**src/verilog/cfg_msg_pkg.sv**
```systemverilog
/*
  Constants shared by the configuration message interpreter and its reply
  transmitter: token codes, destination tags, field counts and bank codes.
  Assumes tokens arrive one per clock as an 8-bit value plus a control flag.
*/
package cfg_msg_pkg;

  // ==========================================================
  // Control token codes
  localparam logic [7:0] CT_WRITE  = 8'hc0;
  localparam logic [7:0] CT_READ   = 8'hc1;
  localparam logic [7:0] CT_PREAD  = 8'h25;
  localparam logic [7:0] CT_ACK    = 8'h03;
  localparam logic [7:0] CT_NACK   = 8'h04;
  localparam logic [7:0] CT_END    = 8'h01;

  // ==========================================================
  // Destination tags in the low part of a channel-end destination
  localparam logic [15:0] DEST_TILE_LOW   = 16'hc20c;
  localparam logic [15:0] DEST_NODE_LOW   = 16'hc30c;
  localparam logic [7:0]  DEST_PERIPH_LOW = 8'h02;

  // Return identifier low byte that suppresses a write reply
  localparam logic [7:0]  RET_SILENT = 8'hff;

  // ==========================================================
  // Field lengths, as last-byte counts; read reply length and size limit as byte counts
  localparam logic [1:0] RET_LAST      = 2'h2;
  localparam logic [1:0] CFG_REG_LAST  = 2'h1;
  localparam logic [1:0] PER_REG_LAST  = 2'h0;
  localparam logic [1:0] DATA_LAST     = 2'h3;
  localparam logic [2:0] CFG_READ_LEN  = 3'h4;
  localparam logic [7:0] PSIZE_MAX     = 8'h04;

  // ==========================================================
  // Register bank selection
  localparam logic [1:0] BANK_TILE   = 2'h0;
  localparam logic [1:0] BANK_NODE   = 2'h1;
  localparam logic [1:0] BANK_PERIPH = 2'h2;

  // Reset values
  localparam logic [23:0] RET_RESET  = 24'h000000;
  localparam logic [31:0] WORD_RESET = 32'h00000000;

endpackage

```
**src/verilog/cfg_msg_access.sv**
```systemverilog
/*
  Configuration message interpreter: takes token-framed read and write
  messages for the tile and node register banks and read messages for the
  peripheral bank, performs the access on a request/acknowledge port and
  returns the reply tokens.
  Assumes the register side answers every REG_REQ with one REG_ACK pulse and
  that the interconnect supplies the channel destination with each token.
*/
// Summary of operation
// RULE1 - Every request carries a 24-bit return identifier naming the reply channel-end.
// RULE2 - A write whose return identifier ends in an all-ones byte is done without a reply.
// RULE3 - Fields wider than a byte travel most significant byte first.
// RULE4 - A processor status resource identifier is the register number shifted by 8 ORed with 0x0C.
// RULE5 - Tile configuration messages arrive at the tile identifier with low tag C20C.
// RULE6 - Node configuration messages arrive at the node identifier with low tag C30C.
// RULE7 - Peripheral messages arrive at node identifier, peripheral number and low byte 02.
// RULE8 - A write is token 192, return identifier, 16-bit register, 32-bit data, token 1.
// RULE9 - A read is token 193, return identifier, 16-bit register, token 1.
// RULE10 - A write is answered by tokens 3 and 1 on success or 4 and 1 on failure.
// RULE11 - A read is answered by token 3, 32 data bits and token 1, or by tokens 4 and 1.
// RULE12 - Node and tile banks share message formats and differ only by destination.
// RULE13 - A peripheral read is token 37, return identifier, 8-bit register, 8-bit size, token 1.
// RULE14 - A good peripheral read returns token 3, the requested bytes and token 1.
// RULE15 - An unknown leading token or a missing closing token gives a failure reply; the code sends none for a write with an all-ones last return byte.
`timescale 1ns/10ps

module cfg_msg_access
  import cfg_msg_pkg::*;
(
  // Clock and reset
  input  wire logic        REF_CLK,
  input  wire logic        RESET,
  // Own identity
  input  wire logic [15:0] TILE_ID,
  input  wire logic [15:0] NODE_ID,
  // Incoming tokens
  input  wire logic        IN_VALID,
  input  wire logic        IN_CTRL,
  input  wire logic [7:0]  IN_DATA,
  input  wire logic [31:0] IN_DEST,
  output logic             IN_READY,
  // Reply tokens
  output logic             OUT_VALID,
  output logic             OUT_CTRL,
  output logic [7:0]       OUT_DATA,
  output logic [23:0]      OUT_RETURN_ID,
  input  wire logic        OUT_READY,
  // Register access
  output logic             REG_REQ,
  output logic             REG_WRITE,
  output logic [1:0]       REG_BANK,
  output logic [7:0]       REG_PERIPH,
  output logic [15:0]      REG_ADDR,
  output logic [31:0]      REG_WDATA,
  input  wire logic        REG_ACK,
  input  wire logic        REG_ERR,
  input  wire logic [31:0] REG_RDATA
);

  typedef enum logic [3:0] {
    S_HDR, S_RET, S_REG, S_SIZE, S_DATA, S_END, S_DRAIN, S_ACCESS, S_REPLY
  } msg_state_t;

  msg_state_t  state;
  msg_state_t  next_state;
  logic [1:0]  cnt;
  logic [1:0]  next_cnt;
  logic [23:0] ret_id;
  logic        is_pread;
  logic [7:0]  psize;
  logic        tx_done;

  // ==========================================================
  // Token and destination decode
  wire take      = IN_VALID && IN_READY;
  wire take_data = take && !IN_CTRL;
  wire take_ctrl = take && IN_CTRL;

  wire dest_tile   = IN_DEST[31:16] == TILE_ID && IN_DEST[15:0] == DEST_TILE_LOW;  // see RULE5
  wire dest_node   = IN_DEST[31:16] == NODE_ID && IN_DEST[15:0] == DEST_NODE_LOW;  // see RULE6
  wire dest_periph = IN_DEST[31:16] == NODE_ID && IN_DEST[7:0] == DEST_PERIPH_LOW; // see RULE7

  // Node and tile banks take the same two headers
  wire cfg_hdr = (IN_DATA == CT_WRITE || IN_DATA == CT_READ) && (dest_tile || dest_node); // see RULE12
  wire per_hdr = IN_DATA == CT_PREAD && dest_periph;  // see RULE13
  wire hdr_ok  = cfg_hdr || per_hdr;

  wire size_bad = is_pread && (psize == 8'h00 || psize > PSIZE_MAX);
  wire quiet    = REG_WRITE && ret_id[7:0] == RET_SILENT;  // see RULE2
  // Full state width: a one-bit net here would fold every failure back to idle
  msg_state_t fail_dst;
  assign fail_dst = quiet ? S_HDR : S_REPLY;
  wire cnt_zero = cnt == 2'h0;

  wire tx_start = next_state == S_REPLY && state != S_REPLY;
  wire tx_fail  = state != S_ACCESS || REG_ERR;
  wire [2:0] tx_len = REG_WRITE ? 3'h0 : (is_pread ? psize[2:0] : CFG_READ_LEN);

  // ==========================================================
  // Message sequencing
  always_comb begin
    next_state = state;
    case (state)
      S_HDR:   if (take) next_state = (IN_CTRL && hdr_ok) ? S_RET : S_DRAIN;  // see RULE15
      S_RET:   if (take_ctrl) next_state = msg_state_t'(fail_dst);
               else if (take && cnt_zero) next_state = S_REG;  // see RULE1
      S_REG:   if (take_ctrl) next_state = msg_state_t'(fail_dst);
               else if (take && cnt_zero)
                 next_state = is_pread ? S_SIZE : (REG_WRITE ? S_DATA : S_END);  // see RULE8 see RULE9
      S_SIZE:  if (take_ctrl) next_state = msg_state_t'(fail_dst);
               else if (take) next_state = S_END;
      S_DATA:  if (take_ctrl) next_state = msg_state_t'(fail_dst);
               else if (take && cnt_zero) next_state = S_END;
      S_END:   if (take_data) next_state = S_DRAIN;
               else if (take_ctrl)
                 next_state = (IN_DATA == CT_END && !size_bad) ? S_ACCESS
                                                                : msg_state_t'(fail_dst); // see RULE15
      S_DRAIN: if (take_ctrl) next_state = msg_state_t'(fail_dst);  // see RULE15
      S_ACCESS: if (REG_ACK) next_state = quiet ? S_HDR : S_REPLY;  // see RULE2
      S_REPLY: if (tx_done) next_state = S_HDR;
      default: next_state = S_HDR;
    endcase
  end

  // Byte counter restarts at each field boundary
  always_comb begin
    next_cnt = cnt;
    if (next_state != state) begin
      case (next_state)
        S_RET:   next_cnt = RET_LAST;
        S_REG:   next_cnt = is_pread ? PER_REG_LAST : CFG_REG_LAST;
        S_DATA:  next_cnt = DATA_LAST;
        default: next_cnt = 2'h0;
      endcase
    end else if (take_data && !cnt_zero) begin
      next_cnt = cnt - 2'h1;
    end
  end

  always_ff @(posedge REF_CLK) begin
    if (RESET) begin
      state    <= S_HDR;
      cnt      <= 2'h0;
      IN_READY <= 1'b0;
      REG_REQ  <= 1'b0;
    end else begin
      state    <= next_state;
      cnt      <= next_cnt;
      // Hold off the sender while the bank or the reply is busy
      IN_READY <= next_state != S_ACCESS && next_state != S_REPLY;
      REG_REQ  <= next_state == S_ACCESS;
    end
  end

  // ==========================================================
  // Field capture, most significant byte first
  always_ff @(posedge REF_CLK) begin
    if (RESET) begin
      ret_id     <= RET_RESET;
      REG_ADDR   <= 16'h0000;
      REG_WDATA  <= WORD_RESET;
      REG_WRITE  <= 1'b0;
      REG_BANK   <= BANK_TILE;
      REG_PERIPH <= 8'h00;
      is_pread   <= 1'b0;
      psize      <= 8'h00;
    end else if (state == S_HDR && take_ctrl) begin
      REG_ADDR   <= 16'h0000;
      REG_WRITE  <= IN_DATA == CT_WRITE;
      is_pread   <= IN_DATA == CT_PREAD;
      REG_BANK   <= dest_periph ? BANK_PERIPH : (dest_node ? BANK_NODE : BANK_TILE);
      REG_PERIPH <= IN_DEST[15:8];
    end else if (take_data) begin
      case (state)
        S_RET:   ret_id    <= {ret_id[15:0], IN_DATA};     // see RULE3
        S_REG:   REG_ADDR  <= {REG_ADDR[7:0], IN_DATA};    // see RULE3
        S_SIZE:  psize     <= IN_DATA;
        S_DATA:  REG_WDATA <= {REG_WDATA[23:0], IN_DATA};  // see RULE3
        default: psize     <= psize;
      endcase
    end
  end

  assign OUT_RETURN_ID = ret_id;

  // ==========================================================
  // Reply transmitter
  cfg_reply_tx u_tx (
    .clk       (REF_CLK),
    .reset     (RESET),
    .start     (tx_start),
    .fail      (tx_fail),
    .word      (REG_RDATA),
    .nbytes    (tx_len),
    .done      (tx_done),
    .out_valid (OUT_VALID),
    .out_ctrl  (OUT_CTRL),
    .out_data  (OUT_DATA),
    .out_ready (OUT_READY)
  );
endmodule

```
**src/verilog/cfg_reply_tx.sv**
```systemverilog
/*
  Reply transmitter: sends an acknowledge or failure token, an optional run
  of data bytes taken most significant first from a word, and a closing token.
  Assumes the receiver accepts a token when out_valid and out_ready are high.
*/
`timescale 1ns/10ps

module cfg_reply_tx
  import cfg_msg_pkg::*;
(
  // Clock and reset
  input  wire logic        clk,
  input  wire logic        reset,
  // Reply request
  input  wire logic        start,
  input  wire logic        fail,
  input  wire logic [31:0] word,
  input  wire logic [2:0]  nbytes,
  output logic             done,
  // Token output
  output logic             out_valid,
  output logic             out_ctrl,
  output logic [7:0]       out_data,
  input  wire logic        out_ready
);

  typedef enum logic [1:0] {T_IDLE, T_HEAD, T_DATA, T_TAIL} tx_state_t;

  tx_state_t   state;
  logic [2:0]  rem;
  logic [31:0] word_q;

  function automatic logic [7:0] pick(input logic [31:0] w, input logic [1:0] idx);
    pick = w[{idx, 3'h0} +: 8];
  endfunction

  wire       moved  = out_valid && out_ready;
  wire [2:0] rem_m1 = rem - 3'h1;
  wire [2:0] rem_m2 = rem - 3'h2;

  // ==========================================================
  // Token sequencer
  always_ff @(posedge clk) begin
    if (reset) begin
      state     <= T_IDLE;
      rem       <= 3'h0;
      word_q    <= WORD_RESET;
      out_valid <= 1'b0;
      out_ctrl  <= 1'b0;
      out_data  <= 8'h00;
      done      <= 1'b0;
    end else begin
      done <= 1'b0;
      case (state)
        T_IDLE: if (start) begin
          out_valid <= 1'b1;
          out_ctrl  <= 1'b1;
          out_data  <= fail ? CT_NACK : CT_ACK;  // see RULE10 see RULE11
          word_q    <= word;
          rem       <= fail ? 3'h0 : nbytes;
          state     <= T_HEAD;
        end
        T_HEAD: if (moved) begin
          if (rem != 3'h0) begin
            out_ctrl <= 1'b0;
            out_data <= pick(word_q, rem_m1[1:0]);  // see RULE3
            state    <= T_DATA;
          end else begin
            out_data <= CT_END;
            state    <= T_TAIL;
          end
        end
        T_DATA: if (moved) begin
          rem <= rem_m1;
          if (rem == 3'h1) begin
            out_ctrl <= 1'b1;
            out_data <= CT_END;  // see RULE14
            state    <= T_TAIL;
          end else begin
            out_data <= pick(word_q, rem_m2[1:0]);
          end
        end
        T_TAIL: if (moved) begin
          out_valid <= 1'b0;
          done      <= 1'b1;
          state     <= T_IDLE;
        end
        default: state <= T_IDLE;
      endcase
    end
  end
endmodule

```
**config.mk**
```make
export PLATFORM = sky130hd
export DESIGN_NAME = cfg_msg_access
export DESIGN_NICKNAME = d
export VERILOG_FILES = /design/src/verilog/cfg_msg_pkg.sv /design/src/verilog/cfg_msg_access.sv /design/src/verilog/cfg_reply_tx.sv
export SDC_FILE = /design/constraint.sdc
export NUM_CORES = 1
export LEC_CHECK = 0
export ABC_AREA = 0
export BUFFER_PORTS_ARGS = -buffer_cell sky130_fd_sc_hd__buf_2
export CORE_UTILIZATION = 52
export CTS_BUF_LIST = sky130_fd_sc_hd__clkbuf_8 sky130_fd_sc_hd__clkbuf_16
export DETAILED_ROUTE_END_ITERATION = 16
export PLACE_DENSITY_LB_ADDON = 0.1
export SLEW_MARGIN = 20
export SYNTH_ARGS = -nofsm -noshare
export SYNTH_HDL_FRONTEND = slang
export SYNTH_HIERARCHICAL = 1
export SYNTH_SLANG_ARGS = --single-unit
```
**constraint.sdc**
```tcl
create_clock -name REF_CLK -period 3.5 [get_ports REF_CLK]
set_clock_uncertainty 0.05 [all_clocks]
set_input_delay 0.7 -clock REF_CLK [delete_from_list [all_inputs] [get_ports REF_CLK]]
set_output_delay 0.7 -clock REF_CLK [all_outputs]
set_load 0.01 [all_outputs]
```
==> impl_metrics.csv, run 1 <==
group,metric,value,unit
cts,cts_root_buffer,"clkbuf_16",
route,drc,0,
worst_setup_path,setup.worst_path.start,"psize[3]",
die,die_h,118,um
worst_setup_path,cp_top_family,"simple AND/OR/NAND/NOR gates",
flow_run,maxCapViolCount,0,
cells_and_area,final_cell_area,8840,um2
synth,yosysWarnings,6,
power,ir_drop,0.372,mV
synth,synthDistinctLibCells,66,
route,vias_per_cell,5.47,
worst_setup_path,worstPathArrival,3.35,ns
synth,syn_avg_cell_area,8.10,um2
sta,worst_pin_slew,0.841,ns
synth,synth-seq-cells,148,
synth,synth_top_cell_by_area,"dfxtp_1",
cts,numCtsBuffers,17,
die,ioPinCount,206,
cts,cts_max_level,4,
synth,synth_commonest_cells,"250 x nand2_1, 148 x dfxtp_1, 130 x a21oi_1",
cells_and_area,regArea,2960,um2
cells_and_area,antennaDiodeCount,0,
cts,cts_hold_buf,0,
power,leakagePower,3.52,nW
placement,portBuffers,205,
die,fp-row-count,42,
route,dr.pass1.iters,5,
synth,synthTopCellsByArea,"dfxtp_1 42%, nand2_1 13%, a21oi_1 9.2%",
cts,postCtsSetupBuffers,0,
cells_and_area,multi_input_area,3830,um2
hold_path,hp-start,"REG_ADDR[13]",
worst_setup_path,cp-end-kind,"register",
die,initial_core_util,0.533,
worst_setup_path,cp_max_fo,4,
cts,cts.sinks,148,
placement,placed_cells,1223,
worst_setup_path,crit_chain,"or4_4 > or4_1 > a311o_1 > nor3b_1 > o21ai_1 > a31oi_1 > a221oi_2 > mux2_1",
cts,clock_path_buffers,2,
global_routing,antenna_found_initial,0,
outcome,status,"completed",
worst_setup_path,endpoint,"cnt[0]",
synth,async_flop_share,0,
hold_path,hold_class,"reg2reg",
route,via_count,6864,
cts,clk_pin_slew,0.06,ns
global_routing,overflow,0,
cells_and_area,nNetsFinal,1187,
synth,synth-edff-count,0,
power,p_per_area,535,nW/um2
worst_setup_path,cp.depth,8,
sta,setup_violations,0,
worst_setup_path,r2r_setup_slack,0.41,ns
global_routing,grt_pass1_vias,6366,
worst_setup_path,r2r_start,"psize[3]",
cells_and_area,layout-drive-gt1-share,0.266,
synth,syn_nets,992,
worst_setup_path,start_kind,"register",
sta,min_period,3.09,ns
worst_setup_path,slowest_delay,0.55,ns
route,wl,18600,um
sta,hold_viol,0,
global_routing,grt_max_degree,55,
cells_and_area,fillCellCount,1166,
cts,clock_latency,0.42,ns
worst_setup_path,cp.required,3.76,ns
synth,syn-cell-area,7060,um2
die,core-area,13200,um2
synth,synthCells,871,
worst_setup_path,crit_buf_inv,0,
die,die_w,118,um
worst_setup_path,crit_type,"reg2reg",
sta,fin_setup_tns,0,ns
synth,synthFlopType,"dfxtp_1",
sta,max_slew_margin,0.431,
route,wl_per_cell,14.8,um
sta,final.period_utilization,0.883,
route,drt_iter0_markers,674,
cells_and_area,area_growth_syn_to_layout,25.2,%
placement,gp_congestion,0.838,
global_routing,grtUsageTotal,0.272,
cells_and_area,layoutNonFillerInstCount,1255,
synth,netlist.area_leader.share,0.420,
sta,drv_slew,0,
worst_setup_path,reg2reg_depth,8,
worst_setup_path,r2r_end,"cnt[0]",
cts,cts_tree,"yes",
placement,detailed_place_hpwl,13100,um
worst_setup_path,crit_slowest_cell,"or4_1",
die,dieArea,14000,um2
global_routing,grt_pass1_wl,30900,um
placement,placed_area,8310,um2
sta,fmax,0.324,GHz
sta,rsz0062_at_grt,"false",
synth,yosysSeqAreaShare,0.420,
route,drtAntennaViolNets,0,
cts,post_cts_resized,0,
synth,yosys.cell_count.top_type,"nand2_1",
report_power, final:
group	switching (W)	total [W]	internal [W]	leakage (nW)
Clock	0.000723	0.00164	0.000916	0.263
Combinational	0.000649	0.00115	0.000504	2.06
Sequential	0.000141	0.00193	0.00179	1.19
worst min path at each step:
stage,endpoint,slack [ns],cells after the start
5_1_grt,REG_PERIPH[7],0.42,2
3_3_place_gp,REG_BANK[0],0.39,2
6_report,REG_ADDR[13],0.40,2
4_1_cts,REG_WDATA[30],0.40,2
2_1_floorplan,u_tx/word_q[0],0.39,2
3_5_place_dp,REG_WDATA[30],0.39,2
worst reg2reg max path, delay by kind of cell, from the launching register on:
family | cells | cell delay [ns]
AO/OA/AOI/OAI | 4 | 1.03
flip-flops | 1 | 0.31
multiplexers | 1 | 0.36
AND/OR/NAND/NOR | 3 | 1.24
per-layer routing:
layer / wire length (um) / up-vias / share of wire / GRT usage
met3: 1120 / 24 / 0.060 / 0.0531
met5: 0 / - / 0 / 0
met2: 8670 / 241 / 0.47 / 0.441
met4: 246 / 0 / 0.013 / 0.0854
met1: 8590 / 3186 / 0.46 / 0.365
li1: - / 3413 / - / -
state kept, by name (all words and copies together), names as in the netlist:
| signal | flops |
|---|---|
| u_tx/state | 2 |
| REG_ADDR | 16 |
| REG_WRITE | 1 |
| u_tx/rem | 3 |
| u_tx/out_ctrl | 1 |
| REG_BANK | 2 |
| OUT_RETURN_ID | 24 |
| REG_PERIPH | 8 |
| IN_READY | 1 |
| u_tx/done | 1 |
| u_tx/out_data | 8 |
| REG_WDATA | 32 |
| is_pread | 1 |
| u_tx/out_valid | 1 |
| psize | 8 |
| u_tx/word_q | 32 |
| cnt | 2 |
| state | 4 |
| REG_REQ | 1 |
cells by family after synthesis:
group	after synthesis	synth area share
and+or+nand+nor	394	0.259
AOI/OAI and AO/OA	189	0.155
DFF	148	0.420
buffers and inverters	68	0.0383
xor gates and xnor gates	34	0.0422
muxes	28	0.0684
adders and majority gates	10	0.0177
cell usage in the layout, fill, tap and decap left out, types with 11 or more instances in the layout:
cell type,n
nand2_1,250
buf_2,204
dfxtp_1,148
a21oi_1,130
nor2_1,28
buf_4,24
xnor2_1,23
nand3_1,19
clkbuf_16,17
mux4_2,16
inv_1,15
nor2b_1,13
xor2_1,11
metrics by stage:
| step | worst slack [ns] | hold WS [ns] | util | power (W) |
|---|---|---|---|---|
| 6_report | 0.409 | 0.400 | 0.667 | 0.00472 |
| 5_1_grt | 0.216 | 0.417 | 0.667 | 0.00495 |
| 4_1_cts | 0.404 | 0.402 | 0.667 | 0.00473 |
| 3_5_place_dp | 0.0690 | 0.394 | 0.628 | 0.00310 |
| 3_3_place_gp | 0.161 | 0.386 | 0.628 | 0.00309 |
| 2_1_floorplan | 0.506 | 0.393 | - | 0.00273 |
cell type report:
type / instances / share of cell area
clock inverters: 14 / 0.00991
repair buffers: 230 / 0.140
well taps: 176 / 0.0249
multi-input cells: 655 / 0.434
clock buffers: 18 / 0.0497
flip-flops and latches: 148 / 0.335
inverters: 14 / 0.00595
Power figures use the tool's default switching activity.
==> inputs of run 2 (changes only) <==
Settings changed: PLACE_DENSITY set to 0.87, PLACE_DENSITY_LB_ADDON 0.1 to unset.
==> run 2 against run 1 <==
  * Sequential cell count is the same
  * Critical path depth is the same
  * Sequential share of layout area is essentially flat
==> impl_metrics.csv, run 2 (synthesis gave the netlist of run 1 again) <==
group,metric,value,unit
outcome,status,"completed",
worst_setup_path,cp-end-kind,"register",
worst_setup_path,cp_top_family,"simple AND/OR/NAND/NOR gates",
worst_setup_path,crit_chain,"or4_4 > or4_1 > a311o_1 > nor3b_1 > o21ai_1 > a31oi_1 > a221oi_2 > mux2_1",
cells_and_area,mostFrequentLayoutCell,"nand2_1",
placement,portBuffers,205,
flow_run,maxCapViolCount,0,
die,die_w,118,um
cells_and_area,area_growth_syn_to_layout,25.3,%
global_routing,met2_usage,0.489,
worst_setup_path,r2r_end,"cnt[1]",
cts,clock_latency,0.43,ns
route,wl,19800,um
worst_setup_path,slowest_delay,0.56,ns
cts,cts_root_buffer,"clkbuf_16",
worst_setup_path,start_kind,"register",
route,via_count,7051,
route,drtAntennaViolNets,0,
route,wl_per_cell,15.8,um
sta,fmax,0.319,GHz
cells_and_area,nNetsFinal,1181,
cts,cts.sinks,148,
cells_and_area,fillCellCount,1079,
global_routing,met1_usage,0.348,
worst_setup_path,reg2reg_depth,8,
cts,postCtsSetupBuffers,0,
placement,gp_congestion,0.930,
sta,setup_violations,0,
worst_setup_path,setup.worst_path.start,"psize[3]",
global_routing,grtUsageTotal,0.288,
worst_setup_path,crit_slowest_cell,"or4_4",
route,drc,0,
cells_and_area,final_cell_area,8840,um2
sta,hold_viol,0,
cells_and_area,final_util,0.668,
global_routing,grt_pass1_vias,6730,
placement,dp_slack,0.143,ns
route,dr.pass1.iters,6,
sta,drv_slew,0,
hold_path,hold_class,"reg2reg",
power,ir_drop,0.426,mV
worst_setup_path,cp_max_fo,4,
sta,setup_slack,0.363,ns
power,p_per_area,547,nW/um2
global_routing,antenna_found_initial,0,
worst_setup_path,cp.required,3.76,ns
worst_setup_path,r2r_setup_slack,0.36,ns
hold_path,whs_path_depth,2,
sta,rsz0062_at_grt,"false",
worst_setup_path,crit_type,"reg2reg",
die,core-area,13200,um2
cells_and_area,layout_common_cells,"250 x nand2_1, 204 x buf_2, 148 x dfxtp_1, 130 x a21oi_1, 28 x nor2_1",
placement,detailed_place_hpwl,13900,um
route,vias_per_cell,5.64,
global_routing,overflow,0,
sta,worst_pin_slew,0.810,ns
sta,fin_setup_tns,0,ns
cts,clk_pin_slew,0.06,ns
power,leakagePower,3.50,nW
sta,final.period_utilization,0.896,
cts,numCtsBuffers,17,
die,fp-row-count,42,
die,ioPinCount,206,
die,die_h,118,um
cts,cts_tree,"yes",
global_routing,grt_max_degree,78,
worst_setup_path,crit_buf_inv,0,
global_routing,grt_util_met3,0.0550,
die,initial_core_util,0.533,
cts,post_cts_resized,0,
cts,cts_max_level,4,
placement,placed_area,8270,um2
hold_path,hp-start,"REG_ADDR[8]",
cts,cts_hold_buf,0,
cells_and_area,layout-drive-gt1-share,0.263,
die,dieArea,14000,um2
worst_setup_path,r2r_start,"psize[3]",
worst_setup_path,cp.depth,8,
global_routing,grt_pass1_wl,32300,um
sta,min_period,3.14,ns
cts,clock_path_buffers,2,
route,drt_iter0_markers,634,
global_routing,grt.busiest_layer,"met2",
sta,max_slew_margin,0.459,
worst_setup_path,worstPathArrival,3.39,ns
worst_setup_path,endpoint,"cnt[1]",
## run 2: worst min-delay path by stage
stage | end | slack, ns
final | REG_ADDR[8] | 0.40
after global routing | REG_PERIPH[2] | 0.42
after CTS | REG_PERIPH[2] | 0.40
after detailed placement | REG_PERIPH[2] | 0.39
after global placement | REG_PERIPH[0] | 0.39
after floorplan | u_tx/word_q[0] | 0.39
## run 2: routing by layer
layer | part of all wire | vias up
li1 | - | 3399
met1 | 0.41 | 3233
met2 | 0.49 | 363
met3 | 0.076 | 56
met4 | 0.031 | 0
met5 | 0 | -
## run 2: cell type report
class	count	area, um2	share of cell area
Timing Repair Buffer	224	1200	0.135
Multi-Input combinational cell	655	3830	0.434
Clock inverter	15	148	0.0167
Inverter	14	52.6	0.00594
Tap cell	176	220	0.0249
Sequential cell	148	2960	0.335
Clock buffer	17	425	0.0481
Antenna cell	1	2.50	0.000283
## run 2: per-stage QoR
step / hold slack, ns / std cells / power [W]
final: 0.399 / 1250 / 0.00484
after global routing: 0.420 / 1249 / 0.00506
after CTS: 0.402 / 1249 / 0.00484
after detailed placement: 0.393 / 1217 / 0.00308
after global placement: 0.388 / 1217 / 0.00304
after floorplan: 0.393 / 871 / 0.00273
## run 2: report_power, final
part	leakage (nW)	switching, W	internal (W)	total (W)
registers	1.19	0.000155	0.00179	0.00195
clock network	0.267	0.000776	0.000995	0.00177
logic	2.03	0.000640	0.000481	0.00112
## run 2: tightest hold or removal path, delay by kind of cell (launching register included)
| kind | cells | cell delay [ns] |
|---|---|---|
| simple gates | 1 | 0.05 |
| flops | 1 | 0.30 |
| compound gates | 1 | 0.05 |
==> inputs of run 3 (changes only) <==
Settings changed: CORE_UTILIZATION 52 to 45, MAX_ROUTING_LAYER set to met4, PLACE_DENSITY 0.87 to 0.78.
==> run 3 against run 2 <==
  * Final cell count grew 3.0%
  * Sequential cell count is the same
  * Sequential power is essentially flat
  * Non-clock buffer count grew 3
  * Sequential share of layout area shrank 0.32 points
  * Largest cell class unchanged
  * Critical path type is now in2reg
  * Register-to-register slack gained 0.06 ns
  * Final area increased by 0.96%
  * Critical path depth increased by 3
  * Routed wire length is 1.2% lower
==> impl_metrics.csv, run 3 (synthesis gave the netlist of run 1 again) <==
group,metric,value,unit
worst_setup_path,crit_chain,"buf_2 > nor4_1 > buf_4 > nand4b_1 > nor4_1 > buf_4 > nand4_1 > a31oi_1 > o21ai_0 > a221oi_2 > mux2_1",
global_routing,grt_max_degree,75,
flow_run,maxCapViolCount,0,
cells_and_area,antennaDiodeCount,0,
global_routing,grtUsageTotal,0.251,
route,drt_iter0_markers,440,
worst_setup_path,r2r_setup_slack,0.42,ns
die,ioPinCount,206,
sta,rsz0062_at_grt,"false",
global_routing,grt_pass1_vias,6353,
hold_path,whs_endpoint,"REG_ADDR[8]",
placement,placed_cells,1255,
sta,fin_setup_tns,0,ns
worst_setup_path,r2r_start,"psize[3]",
worst_setup_path,crit_slowest_cell,"nor4_1",
die,die_h,127,um
die,dieArea,16200,um2
sta,drv_slew,0,
worst_setup_path,crit_type,"in2reg",
sta,setup_violations,0,
power,ir_drop,0.349,mV
cts,cts_hold_buf,0,
power,leakagePower,3.54,nW
worst_setup_path,cp_max_fo,4,
route,drc,0,
cells_and_area,layoutNonFillerInstCount,1287,
global_routing,overflow,0,
cells_and_area,area_growth_syn_to_layout,26.5,%
sta,hold_viol,0,
sta,min_period,3.11,ns
cts,post_cts_resized,0,
sta,worst_pin_slew,0.830,ns
worst_setup_path,reg2reg_depth,8,
hold_path,hp-start,"REG_ADDR[8]",
route,wl,19500,um
cells_and_area,mostFrequentLayoutCell,"nand2_1",
worst_setup_path,cp-end-kind,"register",
route,via_count,6918,
placement,gp_congestion,0.897,
cts,cts_max_level,4,
placement,portBuffers,205,
die,die_w,127,um
sta,fin_hold_ws,0.400,ns
global_routing,antenna_found_initial,0,
worst_setup_path,r2r_end,"cnt[1]",
cells_and_area,fillCellCount,1413,
cts,clock_path_buffers,2,
cts,postCtsSetupBuffers,0,
hold_path,whs_path_depth,2,
cells_and_area,nNetsFinal,1184,
sta,final.period_utilization,0.889,
cts,cts.sinks,148,
cts,cts_root_buffer,"clkbuf_16",
hold_path,hold_class,"reg2reg",
outcome,status,"completed",
route,drtAntennaViolNets,0,
cells_and_area,layout-drive-gt1-share,0.264,
global_routing,grt_pass1_wl,31300,um
cts,clk_pin_slew,0.06,ns
placement,dp_slack,-0.0465,ns
worst_setup_path,slowest_delay,0.44,ns
cts,numCtsBuffers,17,
sta,setup_slack,0.390,ns
route,vias_per_cell,5.38,
sta,fmax,0.322,GHz
die,initial_core_util,0.462,
route,wl_per_cell,15.2,um
die,fp-row-count,45,
cells_and_area,multi_input_area,3830,um2
placement,detailed_place_hpwl,14200,um
worst_setup_path,worstPathArrival,3.36,ns
sta,max_slew_margin,0.445,
worst_setup_path,cp.required,3.75,ns
route,dr.pass1.iters,5,
cts,clock_latency,0.42,ns
cts,cts_tree,"yes",
cells_and_area,regArea,2960,um2
worst_setup_path,start_kind,"input port",
die,core-area,15300,um2
cells_and_area,layout_common_cells,"250 x nand2_1, 204 x buf_2, 148 x dfxtp_1, 130 x a21oi_1, 28 x nor2_1",
power,fin_total_pwr,0.00493,W
power,p_per_area,552,nW/um2
==> run 3: final cells by class <==
type | instances | share of cell area
multi-input cells | 655 | 0.429
flip-flops and latches | 148 | 0.332
repair buffers | 227 | 0.137
clock buffers | 17 | 0.0477
well taps | 211 | 0.0296
clock inverters | 15 | 0.0189
inverters | 14 | 0.00589
==> run 3: critical path, delay by kind of cell <==
family | cells | cell delay (ns)
AND/OR/NAND/NOR | 4 | 1.06
buffers and inverters | 3 | 0.48
multiplexers | 1 | 0.36
AO/OA/AOI/OAI | 3 | 0.75
==> run 3: worst max path at each step <==
stage	start	to	slack, ns	depth (start not counted)
final	IN_DATA[2]	cnt[1]	0.39	11
after global routing	IN_DATA[2]	cnt[1]	0.18	11
after CTS	IN_DATA[2]	cnt[1]	0.39	11
after detailed placement	IN_DATA[2]	cnt[1]	-0.05	11
after global placement	IN_DATA[2]	cnt[0]	0.02	11
after floorplan	IN_CTRL	u_tx/out_ctrl	0.51	10
==> run 3: through the flow <==
step	cell area (um2)	utilization
3_5_place_dp	8330	0.546
2_1_floorplan	7060	-
3_3_place_gp	8330	0.546
4_1_cts	8930	0.585
6_report	8930	0.585
5_1_grt	8930	0.585
==> run 3: report_power, final <==
part / total, W / internal [W] / switching, W
Sequential: 0.00194 / 0.00179 / 0.000147
Combinational: 0.00115 / 0.000505 / 0.000649
Clock: 0.00184 / 0.00107 / 0.000769
==> run 3: per-layer routing <==
metal	global-route usage	part of all wire	up-vias
met5	-	0	-
met4	0.0679	0.013	0
met3	0.0544	0.056	22
met2	0.408	0.49	250
met1	0.315	0.44	3238
li1	-	-	3408
